[config.mk]
export PLATFORM = sky130hd
export DESIGN_NAME = fai_host
export DESIGN_NICKNAME = d
export VERILOG_FILES = /design/src/fai_pkg.sv /design/src/fai_host.sv
export SDC_FILE = /design/constraint.sdc
export NUM_CORES = 1
export LEC_CHECK = 0
export BUFFER_PORTS_ARGS = -buffer_cell sky130_fd_sc_hd__buf_2
export CAP_MARGIN = 20
export CORE_MARGIN = 2
export CORE_UTILIZATION = 25
export DETAILED_ROUTE_END_ITERATION = 16
export GPL_ROUTABILITY_DRIVEN = 0
export GPL_TIMING_DRIVEN = 0
export PLACE_DENSITY_LB_ADDON = 0.25
export SLEW_MARGIN = 40
export SYNTH_ARGS = -nofsm -noshare
export SYNTH_HDL_FRONTEND = slang
export SYNTH_SLANG_ARGS = --single-unit
export TNS_END_PERCENT = 20
[constraint.sdc]
create_clock -name clk -period 2.3 [get_ports clk]
set_input_delay 0.115 -clock clk [delete_from_list [all_inputs] [get_ports clk]]
set_output_delay 0.115 -clock clk [all_outputs]
set_load 0.05 [all_outputs]
[src/fai_pkg.sv]
// Package: constants and types for the flash identification readout host
// Overview of operation
// - Host may enter mode by holding high voltage on address pin nine.
// - Protection query puts group address on high bits; bit zero means protected.
// - Host may enter mode by command sequence without high voltage.
// - Bank address on top three bits during third write confines identification.
package fai_pkg;
  // ********************************
  // Address layout
  // ********************************
  localparam int ADDR_W       = 22;
  localparam int DATA_W       = 16;
  localparam int HV_BIT       = 9;
  localparam int BANK_LSB     = 19;
  localparam int GROUP_LSB    = 12;
  localparam int LOW_W        = 4;
  localparam logic [3:0] LOC_MAKER = 4'h0;
  localparam logic [3:0] LOC_DEV1  = 4'h1;
  localparam logic [3:0] LOC_PROT  = 4'h2;
  localparam logic [3:0] LOC_LOCK  = 4'h3;
  localparam logic [3:0] LOC_DEV2  = 4'hE;
  localparam logic [3:0] LOC_DEV3  = 4'hF;
  localparam int PROT_BIT     = 0;
  localparam int FACT_LOCK_BIT = 7;
  localparam int CUST_LOCK_BIT = 6;
  // ********************************
  // Command cycles (encodings left open)
  // ********************************
  localparam logic [11:0] UNLOCK1_ADDR = 12'h555;
  localparam logic [11:0] UNLOCK2_ADDR = 12'h2AA;
  localparam logic [7:0]  UNLOCK1_DATA = 8'hAA;
  localparam logic [7:0]  UNLOCK2_DATA = 8'h55;
  localparam logic [7:0]  ID_CMD_DATA  = 8'h90;
  localparam logic [7:0]  RESET_DATA   = 8'hF0;
  // ********************************
  // Bus timing
  // ********************************
  localparam int CLK_NS       = 100;
  localparam int ACCESS_NS    = 300;
  localparam int ACCESS_CYC   = (ACCESS_NS + CLK_NS - 1) / CLK_NS;
  localparam int CNT_W        = 4;
  // ********************************
  // Types
  // ********************************
  typedef enum logic [1:0] {FAI_OP_HV, FAI_OP_ENTER, FAI_OP_READ, FAI_OP_EXIT} fai_op_t;
  typedef struct packed {
    fai_op_t             op;
    logic                die_two;
    logic [2:0]          bank;
    logic [ADDR_W-1:0]   addr;
  } fai_req_t;
  typedef struct packed {
    logic                protected_grp;
    logic                fact_locked;
    logic                cust_locked;
    logic [DATA_W-1:0]   word;
  } fai_rsp_t;
  typedef struct packed {
    logic                die_one_select_n;
    logic                die_two_select_n;
    logic                oe_n;
    logic                we_n;
    logic                identification_high_voltage;
    logic [ADDR_W-1:0]   addr;
  } fai_pins_t;
endpackage

[src/fai_host.sv]
// Host controller that reads identification codes from the dual-die flash
`timescale 1ns/100ps
`default_nettype none
module fai_host #(
  parameter int ACC_CYC = fai_pkg::ACCESS_CYC
) (
  input  wire logic                        clk,
  input  wire logic                        resetn,
  input  wire logic                        req_valid,
  input  wire fai_pkg::fai_req_t           req,
  output logic                             req_ready,
  output logic                             rsp_valid,
  output fai_pkg::fai_rsp_t                rsp,
  output fai_pkg::fai_pins_t               pins,
  output logic [fai_pkg::DATA_W-1:0]       dq_out,
  output logic                             dq_oe_n,
  input  wire logic [fai_pkg::DATA_W-1:0]  dq_in
);
  // Counter width bounds the access time that can be served
  if (ACC_CYC < 1 || ACC_CYC >= (1 << fai_pkg::CNT_W)) begin : g_acc_chk
    $error("ACC_CYC out of range");
  end

  typedef enum logic [2:0] {ST_IDLE, ST_WR_SET, ST_WR_PULSE, ST_WR_HOLD, ST_RD, ST_DONE} fai_state_t;

  // ********************************
  // Sequencer state
  // ********************************
  fai_state_t                  st_r, st_nxt;
  logic [fai_pkg::CNT_W-1:0]   cnt_r, cnt_nxt;
  logic [1:0]                  wr_idx_r, wr_idx_nxt;
  logic [1:0]                  wr_last_r, wr_last_nxt;
  fai_pkg::fai_req_t           req_r, req_nxt;
  fai_pkg::fai_pins_t          pins_r, pins_nxt;
  logic [fai_pkg::DATA_W-1:0]  dq_r, dq_nxt;
  logic                        oe_r, oe_nxt;
  fai_pkg::fai_rsp_t           rsp_r, rsp_nxt;
  logic                        rv_r, rv_nxt;
  logic                        rdy_r, rdy_nxt;

  function automatic fai_pkg::fai_pins_t idle_pins();
    fai_pkg::fai_pins_t p;
    p = '0;
    p.die_one_select_n = 1'b1;
    p.die_two_select_n = 1'b1;
    p.oe_n = 1'b1;
    p.we_n = 1'b1;
    return p;
  endfunction

  // Address for write cycle k of a command
  function automatic logic [fai_pkg::ADDR_W-1:0] cmd_addr(input fai_pkg::fai_req_t r, input logic [1:0] k);
    logic [fai_pkg::ADDR_W-1:0] a;
    a = '0;
    if (r.op == fai_pkg::FAI_OP_EXIT) begin
      a = '0;
    end else if (k == 2'h0) begin
      a[11:0] = fai_pkg::UNLOCK1_ADDR;
    end else if (k == 2'h1) begin
      a[11:0] = fai_pkg::UNLOCK2_ADDR;
    end else begin
      a[11:0] = fai_pkg::UNLOCK1_ADDR;
      a[fai_pkg::BANK_LSB +: 3] = r.bank;
    end
    return a;
  endfunction

  function automatic logic [fai_pkg::DATA_W-1:0] cmd_data(input fai_pkg::fai_req_t r, input logic [1:0] k);
    logic [fai_pkg::DATA_W-1:0] d;
    d = '0;
    if (r.op == fai_pkg::FAI_OP_EXIT) begin
      d[7:0] = fai_pkg::RESET_DATA;
    end else if (k == 2'h0) begin
      d[7:0] = fai_pkg::UNLOCK1_DATA;
    end else if (k == 2'h1) begin
      d[7:0] = fai_pkg::UNLOCK2_DATA;
    end else begin
      d[7:0] = fai_pkg::ID_CMD_DATA;
    end
    return d;
  endfunction

  always_comb begin
    st_nxt = st_r;
    cnt_nxt = cnt_r;
    wr_idx_nxt = wr_idx_r;
    wr_last_nxt = wr_last_r;
    req_nxt = req_r;
    pins_nxt = pins_r;
    dq_nxt = dq_r;
    oe_nxt = oe_r;
    rsp_nxt = rsp_r;
    rv_nxt = 1'b0;
    rdy_nxt = rdy_r;
    case (st_r)
      ST_IDLE: begin
        if (req_valid && rdy_r) begin
          req_nxt = req;
          rdy_nxt = 1'b0;
          cnt_nxt = fai_pkg::CNT_W'(ACC_CYC);
          pins_nxt = idle_pins();
          // Keep the high voltage level between reads of an HV session
          pins_nxt.identification_high_voltage = (req.op == fai_pkg::FAI_OP_HV);
          case (req.op)
            fai_pkg::FAI_OP_ENTER, fai_pkg::FAI_OP_EXIT: begin
              wr_idx_nxt = 2'h0;
              wr_last_nxt = (req.op == fai_pkg::FAI_OP_EXIT) ? 2'h0 : 2'h2;
              pins_nxt.addr = cmd_addr(req, 2'h0);
              pins_nxt.die_one_select_n = req.die_two;
              pins_nxt.die_two_select_n = ~req.die_two;
              dq_nxt = cmd_data(req, 2'h0);
              oe_nxt = 1'b0;
              st_nxt = ST_WR_SET;
            end
            default: begin
              // The whole request address is driven with address bit nine forced low; the unused select stays high
              pins_nxt.addr = req.addr;
              pins_nxt.addr[fai_pkg::HV_BIT] = 1'b0;
              pins_nxt.die_one_select_n = req.die_two;
              pins_nxt.die_two_select_n = ~req.die_two;
              pins_nxt.oe_n = 1'b0;
              oe_nxt = 1'b1;
              st_nxt = ST_RD;
            end
          endcase
        end
      end
      ST_WR_SET: begin
        pins_nxt.we_n = 1'b0;
        st_nxt = ST_WR_PULSE;
      end
      ST_WR_PULSE: begin
        if (cnt_r > fai_pkg::CNT_W'(1)) begin
          cnt_nxt = cnt_r - fai_pkg::CNT_W'(1);
        end else begin
          pins_nxt.we_n = 1'b1;
          cnt_nxt = fai_pkg::CNT_W'(ACC_CYC);
          st_nxt = ST_WR_HOLD;
        end
      end
      ST_WR_HOLD: begin
        // Flash takes data at the rising strobe, so address and data wait a cycle
        if (wr_idx_r == wr_last_r) begin
          st_nxt = ST_DONE;
        end else begin
          wr_idx_nxt = wr_idx_r + 2'h1;
          pins_nxt.addr = cmd_addr(req_r, wr_idx_r + 2'h1);
          dq_nxt = cmd_data(req_r, wr_idx_r + 2'h1);
          st_nxt = ST_WR_SET;
        end
      end
      ST_RD: begin
        if (cnt_r > fai_pkg::CNT_W'(1)) begin
          cnt_nxt = cnt_r - fai_pkg::CNT_W'(1);
        end else begin
          // Sample the whole data word and status bits after the access time
          rsp_nxt.word = dq_in;
          rsp_nxt.protected_grp = dq_in[fai_pkg::PROT_BIT];
          rsp_nxt.fact_locked = dq_in[fai_pkg::FACT_LOCK_BIT];
          rsp_nxt.cust_locked = dq_in[fai_pkg::CUST_LOCK_BIT];
          pins_nxt.oe_n = 1'b1;
          st_nxt = ST_DONE;
        end
      end
      ST_DONE: begin
        pins_nxt.die_one_select_n = 1'b1;
        pins_nxt.die_two_select_n = 1'b1;
        oe_nxt = 1'b1;
        rv_nxt = 1'b1;
        rdy_nxt = 1'b1;
        st_nxt = ST_IDLE;
      end
      default: begin
        st_nxt = ST_IDLE;
      end
    endcase
  end

  always_ff @(posedge clk) begin
    if (!resetn) begin
      st_r <= ST_IDLE;
      cnt_r <= '0;
      wr_idx_r <= '0;
      wr_last_r <= '0;
      req_r <= '0;
      pins_r <= '{die_one_select_n: 1'b1, die_two_select_n: 1'b1, oe_n: 1'b1, we_n: 1'b1,
                  identification_high_voltage: 1'b0, addr: '0};
      dq_r <= '0;
      oe_r <= 1'b1;
      rsp_r <= '0;
      rv_r <= 1'b0;
      rdy_r <= 1'b1;
    end else begin
      st_r <= st_nxt;
      cnt_r <= cnt_nxt;
      wr_idx_r <= wr_idx_nxt;
      wr_last_r <= wr_last_nxt;
      req_r <= req_nxt;
      pins_r <= pins_nxt;
      dq_r <= dq_nxt;
      oe_r <= oe_nxt;
      rsp_r <= rsp_nxt;
      rv_r <= rv_nxt;
      rdy_r <= rdy_nxt;
    end
  end

  assign pins = pins_r;
  assign dq_out = dq_r;
  assign dq_oe_n = oe_r;
  assign rsp = rsp_r;
  assign rsp_valid = rv_r;
  assign req_ready = rdy_r;

  // ********************************
  // Checks
  // ********************************
  hv_held_read_a: assert property (@(posedge clk) disable iff (!resetn)
    (st_r == ST_RD && req_r.op == fai_pkg::FAI_OP_HV) |-> pins_r.identification_high_voltage)
    else $error("high voltage dropped during read");
  group_addr_a: assert property (@(posedge clk) disable iff (!resetn)
    (st_r == ST_RD) |-> pins_r.addr[fai_pkg::ADDR_W-1:fai_pkg::GROUP_LSB] == req_r.addr[fai_pkg::ADDR_W-1:fai_pkg::GROUP_LSB])
    else $error("group address not on high bits");
  no_bus_fight_a: assert property (@(posedge clk) disable iff (!resetn)
    !pins_r.oe_n |-> dq_oe_n)
    else $error("host drives data during read");
  cmd_byte_a: assert property (@(posedge clk) disable iff (!resetn)
    (st_r == ST_WR_PULSE && req_r.op == fai_pkg::FAI_OP_ENTER && wr_idx_r == 2'h2)
      |-> dq_r[7:0] == fai_pkg::ID_CMD_DATA && !pins_r.we_n)
    else $error("third write lacks identification command");
  bank_third_a: assert property (@(posedge clk) disable iff (!resetn)
    (st_r == ST_WR_PULSE && req_r.op == fai_pkg::FAI_OP_ENTER && wr_idx_r == 2'h2)
      |-> pins_r.addr[fai_pkg::BANK_LSB +: 3] == req_r.bank)
    else $error("bank address missing on third write");
  reset_cmd_a: assert property (@(posedge clk) disable iff (!resetn)
    (st_r == ST_WR_PULSE && req_r.op == fai_pkg::FAI_OP_EXIT) |-> dq_r[7:0] == fai_pkg::RESET_DATA)
    else $error("exit does not write reset command");
  write_hold_a: assert property (@(posedge clk) disable iff (!resetn)
    (st_r == ST_WR_HOLD) |-> pins_r.we_n && !dq_oe_n && $stable(dq_r) && $stable(pins_r.addr))
    else $error("write data moved with rising strobe");
  read_done_a: assert property (@(posedge clk) disable iff (!resetn)
    (st_r == ST_IDLE && req_valid && rdy_r && req.op == fai_pkg::FAI_OP_READ)
      |-> ##[2:17] rsp_valid)
    else $error("read answer late");
  one_die_a: assert property (@(posedge clk) disable iff (!resetn)
    !(pins_r.die_one_select_n == 1'b0 && pins_r.die_two_select_n == 1'b0))
    else $error("both dies selected");
  enter_cov: cover property (@(posedge clk) st_r == ST_DONE && req_r.op == fai_pkg::FAI_OP_ENTER);
  hv_cov: cover property (@(posedge clk) rsp_valid && req_r.op == fai_pkg::FAI_OP_HV);
  prot_cov: cover property (@(posedge clk) rsp_valid && rsp_r.protected_grp);
  exit_cov: cover property (@(posedge clk) st_r == ST_DONE && req_r.op == fai_pkg::FAI_OP_EXIT);
endmodule
`default_nettype wire

==> results of run 1 <==
cells in the mapped netlist (5+ instances only):
cell and count:
a31oi_1 6, o221a_2 6, buf_4 17, mux2i_1 25, o21ai_0 9, nand3_1 17
nor3_1 7, o211a_1 6, nand2_1 39, a21oi_1 20, dfxtp_1 67, ha_1 5
inv_1 6, clkbuf_1 8, nor2_1 38
logic make-up (layout without fill, tap and decap cells):
family          after synthesis  after routing  synth area share
compound gates               71             71             0.168
xor+xnor                      2              2           0.00810
fa+ha+maj                     5              5            0.0202
buf+inv                      41            158            0.0781
flops                        67             67             0.434
mux                          25             25            0.0810
other cells                   1              9           0.00121
simple gates                131            131             0.209
area by class of cell:
class,instances,area share
inverter,7,0.00633
sequential,67,0.323
clock buffer,14,0.0684
tap,168,0.0506
buffer,34,0.0518
multi-input combinational,242,0.369
timing repair buffer,102,0.123
clock inverter,1,0.00723
antenna,1,0.000602
worst register-to-register path, cell delays in order (launching register included):
cell	delay, ns
dfxtp_1	0.39
inv_1	0.06
ha_1	0.24
or2_4	0.29
a221o_1	0.39
or3b_1	0.37
a31oi_1	0.16
state kept, by name (all words and copies together) (netlist names):
register	flops
pins	27
rsp_valid	1
wr_idx_r	2
dq_out	6
rsp	16
wr_last_r	1
cnt_r	4
dq_oe_n	1
st_r	3
req_r	5
req_ready	1
metrics by stage:
| step | hold WS [ns] | cell area, sq um |
|---|---|---|
| global route | 0.0308 | 4150 |
| finish | 0.0195 | 4150 |
| floorplan | 0.211 | 3120 |
| global placement | 0.348 | 3840 |
| CTS | 0.00633 | 4150 |
| detailed placement | 0.360 | 3840 |
final timing paths:
kind              from        to  slack, ns  cells after the start
max reg2reg   cnt_r[0]  cnt_r[3]       0.34                      6
min          dq_in[13]   rsp[13]       0.02                      3
max           cnt_r[0]  cnt_r[3]       0.34                      6
min reg2reg   pins[23]  pins[23]       0.45                      1
where the power goes:
part	internal (mW)	switching [mW]	leakage (nW)	total [mW]
logic	0.854	1.77	1.19	2.63
registers	1.45	0.183	0.547	1.64
clock network	0.951	0.480	0.155	1.43
per-layer routing:
metal	wire (um)	vias up	track usage
met4	176	2	0.0442
met1	4050	1320	0.175
met5	5	-	0
met2	3570	129	0.196
li1	-	1444	-
met3	909	10	0.0617
==> results.cfg, run 1 <==
[floorplanning]
rows = 40
coreArea_sq_mm = 0.0121
fp.dieW_um = 115
die_area_sq_mm = 0.0133
start_util = 0.256
pin_count = 112
chipHeight_um = 115

[critical_path]
critPathTopFamily = simple AND/OR/NAND/NOR gates
cp_data_arrival_time_ns = 2.22
worstSetupEndpointType = register
critical_path_class = reg2reg
start_kind = register
worstPathBufferInverterCount = 1
slowest_stage = dfxtp_1
cp.required_ns = 2.55
crit_path_max_incr_delay_ns = 0.39
crit_path_max_fanout = 5
path_cells = inv_1 > ha_1 > or2_4 > a221o_1 > or3b_1 > a31oi_1

[cells_and_area]
area_growth_pct = 34.4
multi_input_area_sq_mm = 0.00153
fin_util = 0.344
fill_cells = 1282
regArea_sq_mm = 0.00134
layout_commonest_cell = buf_2
final_nets = 515
drive_gt1_frac = 0.325
stdcell_count = 636
final_cell_mix = 106 x buf_2, 67 x dfxtp_1, 39 x nand2_1, 38 x nor2_1, 25 x mux2i_1

[power]
power_density_mw_per_mm2 = 1370
vdd_drop_max_v = 0.000571
totalPowerFinal_mw = 5.69
power_leakage_nw = 1.89

[logic_synthesis]
ys_seq_elements = 67
yosysTopAreaCellShare = 0.434
ys_seq_area_frac = 0.434
synthFlopType = dfxtp_1
syn-cell-area_sq_mm = 0.00309
postSynthAreaPerCell_sq_um = 9.01
synth_top_area_cell = dfxtp_1
async_flop_share = 0
synth.distinct_cells = 54
synthTopCellsByArea = dfxtp_1 43%, mux2i_1 8.1%, nand2_1 4.7%, nor2_1 4.6%, buf_4 4.1%
synth-edff-count = 0
yosys_warnings = 0
syn_inst = 343

[cts]
clock_sinks = 67
cts_max_path_buffers = 2
cts_tree = done
clk_latency_ns = 0.33
postCtsHoldBufs = 0
ctsResizeCount = 0
cts_setup_buffers = 0
clk_pin_slew_ns = 0.05
cts_made_buffers = 9
ctsRootBufferMaster = clkbuf_16
cts_max_level = 3

[timing]
post-route-period-util = 0.853
max_slew_margin = 0.597
layout_setup_ws_ns = 0.337
slew_violations = 0
rsz0062_at_grt = false
post-route-min-period_ns = 1.96
tightest_slew_ns = 0.605
hold_viol = 0
finalSetupViolations = 0
finalClockSkew_ns = 0.00514
fmax_mhz = 509
fin_tns_setup_ns = 0

[hold_path]
hold_path.class = in2reg

[placed_design]
port_buffers = 102
place_ws_ns = 0.353
dp_hpwl_mm = 6.55
place_inst = 620

[global_route]
grt_max_degree = 11
grt_pass1_vias = 2737
grt_overflow = 0
grtUsageTotal = 0.134
grt_antenna_before_repair = 1
grt_pass1_wl_mm = 13.7

[flow_run]
maxCapViolations = 0

[route]
num_vias = 2905
route.detailed.wl_per_inst_um = 13.7
wl_mm = 8.71
drtIter0Drc = 221
vias_per_cell = 4.57
first_pass_iters = 4
drc = 0
drtAntennaViolNets = 0

[status]
status = finished clean
Power figures use the tool's default switching activity.
==> inputs of run 2 (changes only) <==
--- a/config.mk
+++ b/config.mk
@@ -5,6 +5,7 @@
 export SDC_FILE = /design/constraint.sdc
 export NUM_CORES = 1
 export LEC_CHECK = 0
+export ABC_AREA = 0
 export BUFFER_PORTS_ARGS = -buffer_cell sky130_fd_sc_hd__buf_2
 export CAP_MARGIN = 20
 export CORE_MARGIN = 2
@@ -12,6 +13,7 @@
 export DETAILED_ROUTE_END_ITERATION = 16
 export GPL_ROUTABILITY_DRIVEN = 0
 export GPL_TIMING_DRIVEN = 0
+export MAX_ROUTING_LAYER = met4
 export PLACE_DENSITY_LB_ADDON = 0.25
 export SLEW_MARGIN = 40
 export SYNTH_ARGS = -nofsm -noshare
==> run 2 against run 1 <==
  * Clock power about the same
  * Non-clock buffer count unchanged
  * Routed wire length down 0.22%
  * Hold slack worse by 0.0018 ns
  * Final area unchanged
  * Via count down 0.24%
  * Highest routed layer is now met3
==> results.cfg, run 2 (synthesis results as in run 1) <==
[placed_design]
port_buffers = 102
dp_hpwl_mm = 6.55
place_ws_ns = 0.353
place_inst = 620

[route]
drtIter0Drc = 273
wl_mm = 8.69
drtAntennaViolNets = 0
drc = 0
route.detailed.wl_per_inst_um = 13.7
vias_per_cell = 4.56
num_vias = 2898
first_pass_iters = 4

[cts]
cts_made_buffers = 9
clock_sinks = 67
ctsResizeCount = 0
postCtsHoldBufs = 0
cts_tree = done
cts_max_path_buffers = 2
clk_pin_slew_ns = 0.05
cts_max_level = 3
ctsRootBufferMaster = clkbuf_16
cts_setup_buffers = 0
clk_latency_ns = 0.33

[global_route]
grt_pass1_vias = 2741
grt_pass1_wl_mm = 13.7
grt_max_degree = 11
grt_overflow = 0
grtUsageTotal = 0.138
grt_antenna_before_repair = 1

[timing]
rsz0062_at_grt = false
fmax_mhz = 510
post-route-min-period_ns = 1.96
hold_viol = 0
hold_ws_ns = 0.0177
post-route-period-util = 0.853
tightest_slew_ns = 0.578
slew_violations = 0
finalSetupViolations = 0
finalClockSkew_ns = 0.00713
layout_setup_ws_ns = 0.338
max_slew_margin = 0.615
fin_tns_setup_ns = 0

[status]
status = finished clean

[floorplanning]
pin_count = 112
start_util = 0.256
rows = 40
chipHeight_um = 115
coreArea_sq_mm = 0.0121
fp.dieW_um = 115
die_area_sq_mm = 0.0133

[critical_path]
critPathTopFamily = simple AND/OR/NAND/NOR gates
crit_path_max_fanout = 5
cp_data_arrival_time_ns = 2.21
worstSetupEndpointType = register
crit_path_max_incr_delay_ns = 0.39
rr_endpoint = cnt_r[3]
cp.required_ns = 2.55
critical_path.startpoint = cnt_r[0]
crit_end = cnt_r[3]
start_kind = register
worstPathBufferInverterCount = 1
worstRegToRegCells = 6
path_cells = inv_1 > ha_1 > or2_4 > a221o_1 > or3b_1 > a31oi_1
critical_path_class = reg2reg
r2r-start = cnt_r[0]
r2r_setup_slack_ns = 0.34
slowest_stage = dfxtp_1
cp.depth = 6

[flow_run]
maxCapViolations = 0

[cells_and_area]
largest_reg_flops = 27
stdcell_count = 636
final_nets = 515
area_growth_pct = 34.4
layout_commonest_cell = buf_2
final_cell_mix = 106 x buf_2, 67 x dfxtp_1, 39 x nand2_1, 38 x nor2_1, 25 x mux2i_1
drive_gt1_frac = 0.325

[power]
power_density_mw_per_mm2 = 1370
totalPowerFinal_mw = 5.69
vdd_drop_max_v = 0.000571
power_leakage_nw = 1.89

[hold_path]
hold_path.class = in2reg
[run 2: cell counts in the layout (fill, tap and decap cells not counted)]
Identical to the previous run, type by type.
[run 2: worst min-delay path by stage]
stage                          from      endpoint  slack (ns)  depth (start not counted)
after detailed placement  dq_in[13]       rsp[13]        0.36                          3
final                     dq_in[13]       rsp[13]        0.02                          3
after global placement     dq_in[6]        rsp[6]        0.35                          3
after global routing      dq_in[11]       rsp[11]        0.03                          3
after floorplan             req[27]  wr_last_r[1]        0.21                          1
after CTS                  dq_in[3]        rsp[3]       0.006                          3
[run 2: per-layer routing]
| metal | routed length (um) | up-vias | track usage |
|---|---|---|---|
| met5 | 0 | - | - |
| met4 | 0 | 0 | 0.0442 |
| met3 | 810 | 0 | 0.0575 |
| met2 | 3780 | 121 | 0.196 |
| met1 | 4100 | 1331 | 0.178 |
| li1 | - | 1446 | - |
[run 2: through the flow]
step           utilization  cell area [sq um]
3_5_place_dp         0.318               3840
3_3_place_gp         0.318               3840
2_1_floorplan            -               3120
4_1_cts              0.344               4150
5_1_grt              0.344               4150
6_report             0.344               4150
[run 2: final cells by class]
type                    count  area, sq um
clock buffers              14          284
clock inverters             1         30.0
plain buffers              34          215
diodes                      1         2.50
repair buffers            102          510
multi-input cells         242         1530
flip-flops and latches     67         1340
inverters                   7         26.3
well taps                 168          210
fillers                  1282         7910
[run 2: where the power goes]
group	switching, mW	internal [mW]	total, mW
sequential	0.183	1.46	1.64
combinational	1.77	0.854	2.63
clock	0.472	0.951	1.42
total	2.43	3.26	5.69
[run 2: worst min-delay path, delay by kind of cell]
kind | cells | cell delay (ns)
and+or+nand+nor | 1 | 0.07
muxes | 1 | 0.05
buffers and inverters | 1 | 0.07
==> inputs of run 3 (changes only) <==
--- a/config.mk
+++ b/config.mk
@@ -15,6 +15,7 @@
 export GPL_TIMING_DRIVEN = 0
 export MAX_ROUTING_LAYER = met4
 export PLACE_DENSITY_LB_ADDON = 0.25
+export RECOVER_POWER = 100
 export SLEW_MARGIN = 40
 export SYNTH_ARGS = -nofsm -noshare
 export SYNTH_HDL_FRONTEND = slang
==> run 3 against run 2 <==
  * Core utilization shrank 0.66 points
  * Critical path depth is the same
  * Clock skew shrank 0.0032 ns
  * Non-clock buffer count is the same
  * Die area is the same
  * Sequential power is essentially flat
  * Sequential share of layout area grew 0.63 points
  * Via count is the same
  * Critical path type unchanged
==> results.cfg, run 3 (synthesis results as in run 1) <==
[hold_path]
hold_path_depth = 3
min_to = rsp[13]
hold_start = dq_in[13]
hold_path.class = in2reg

[cells_and_area]
final_cell_mix = 71 x clkbuf_1, 67 x dfxtp_1, 46 x buf_2, 39 x nand2_1, 39 x nor2_1
drive_gt1_frac = 0.191
area_growth_pct = 31.8
final_nets = 515
fin_util = 0.338
largest_reg_flops = 27
layout_commonest_cell = clkbuf_1

[floorplanning]
rows = 40
pin_count = 112
fp.dieW_um = 115
start_util = 0.256
die_area_sq_mm = 0.0133
coreArea_sq_mm = 0.0121
chipHeight_um = 115

[power]
power_leakage_nw = 1.65
power_density_mw_per_mm2 = 1380
vdd_drop_max_v = 0.000562

[cts]
cts_max_path_buffers = 2
clk_latency_ns = 0.33
clk_pin_slew_ns = 0.05
postCtsHoldBufs = 0
ctsRootBufferMaster = clkbuf_16
cts_setup_buffers = 0
cts_tree = done
cts_max_level = 3
clock_sinks = 67
ctsResizeCount = 0
cts_made_buffers = 9

[critical_path]
crit_path_max_incr_delay_ns = 0.42
critPathTopFamily = simple AND/OR/NAND/NOR gates
worstSetupEndpointType = register
worstRegToRegCells = 6
crit_path_max_fanout = 5
cp_data_arrival_time_ns = 2.27
slowest_stage = a221o_1
cp.required_ns = 2.55
r2r_setup_slack_ns = 0.29
rr_endpoint = cnt_r[3]
critical_path_class = reg2reg
r2r-start = cnt_r[0]
start_kind = register
path_cells = inv_1 > ha_1 > or2_0 > a221o_1 > or3b_1 > a31oi_1
worstPathBufferInverterCount = 1

[timing]
slew_violations = 0
fmax_mhz = 497
hold_viol = 0
rsz0062_at_grt = false
post-route-min-period_ns = 2.01
post-route-period-util = 0.876
finalSetupViolations = 0
max_slew_margin = 0.582
finalClockSkew_ns = 0.00398
tightest_slew_ns = 0.629
fin_tns_setup_ns = 0

[status]
status = finished clean

[placed_design]
port_buffers = 102
dp_hpwl_mm = 6.55

[flow_run]
maxCapViolations = 0

[route]
num_vias = 2898
drtIter0Drc = 222
drc = 0
drtAntennaViolNets = 0
route.detailed.wl_per_inst_um = 13.7
wl_mm = 8.74
vias_per_cell = 4.56
first_pass_iters = 4

[global_route]
grt_pass1_wl_mm = 13.7
grt_overflow = 0
grt_pass1_vias = 2741
grtUsageTotal = 0.138
grt_max_degree = 11
grt_antenna_before_repair = 1
run 3: changes by cell type in the layout (fill, tap and decap cells not counted):
cell / before / now
clkbuf_1: 9 / 71
buf_2: 106 / 46
buf_1: 3 / 1
and4bb_1: 0 / 1
and4bb_2: 1 / 0
nor2_1: 38 / 39
nor2_2: 1 / 0
or2_0: 0 / 1
or2_4: 1 / 0
run 3: area by class of cell:
cell class | count | area (sq um)
multi-input cells | 242 | 1530
clock inverters | 1 | 30.0
fillers | 1306 | 7990
clock buffers | 14 | 284
flip-flops and latches | 67 | 1340
well taps | 168 | 210
plain buffers | 34 | 211
inverters | 7 | 26.3
diodes | 1 | 2.50
repair buffers | 102 | 439
run 3: power breakdown:
part | internal, mW | switching, mW | leakage, nW
combinational | 0.768 | 1.77 | 0.949
clock | 0.951 | 0.474 | 0.155
sequential | 1.46 | 0.190 | 0.547
total | 3.17 | 2.43 | 1.65
run 3: how the worst max path moves through the flow:
stage               slack, ns  depth (start not counted)        to      from
floorplan                0.49                          6  cnt_r[3]  cnt_r[0]
global placement         0.37                          6  cnt_r[3]  cnt_r[0]
detailed placement       0.35                          6  cnt_r[3]  cnt_r[0]
CTS                      0.34                          6  cnt_r[3]  cnt_r[0]
global route             0.15                          5   pins[0]   st_r[0]
finish                   0.29                          6  cnt_r[3]  cnt_r[0]
run 3: metrics by stage:
stage	hold slack (ns)	worst slack [ns]	instance area, sq um	total power [mW]	std cells
after detailed placement	0.360	0.353	3840	4.30	620
after CTS	0.00633	0.342	4150	5.76	635
after floorplan	0.211	0.489	3120	3.70	350
final	0.0184	0.286	4070	5.61	636
after global routing	0.0308	0.153	4070	5.98	636
after global placement	0.348	0.371	3840	4.27	620
run 3: tightest hold or removal path: stages:
cell     delay [ns]
buf_2          0.07
mux2i_1        0.05
nor2_1         0.07
run 3: layer usage:
metal  track usage  up-vias  wire, um
met5             -        -         0
met4        0.0442        0        69
met3        0.0575        4       805
met1         0.178     1335      4150
met2         0.196      114      3710
li1              -     1445         -
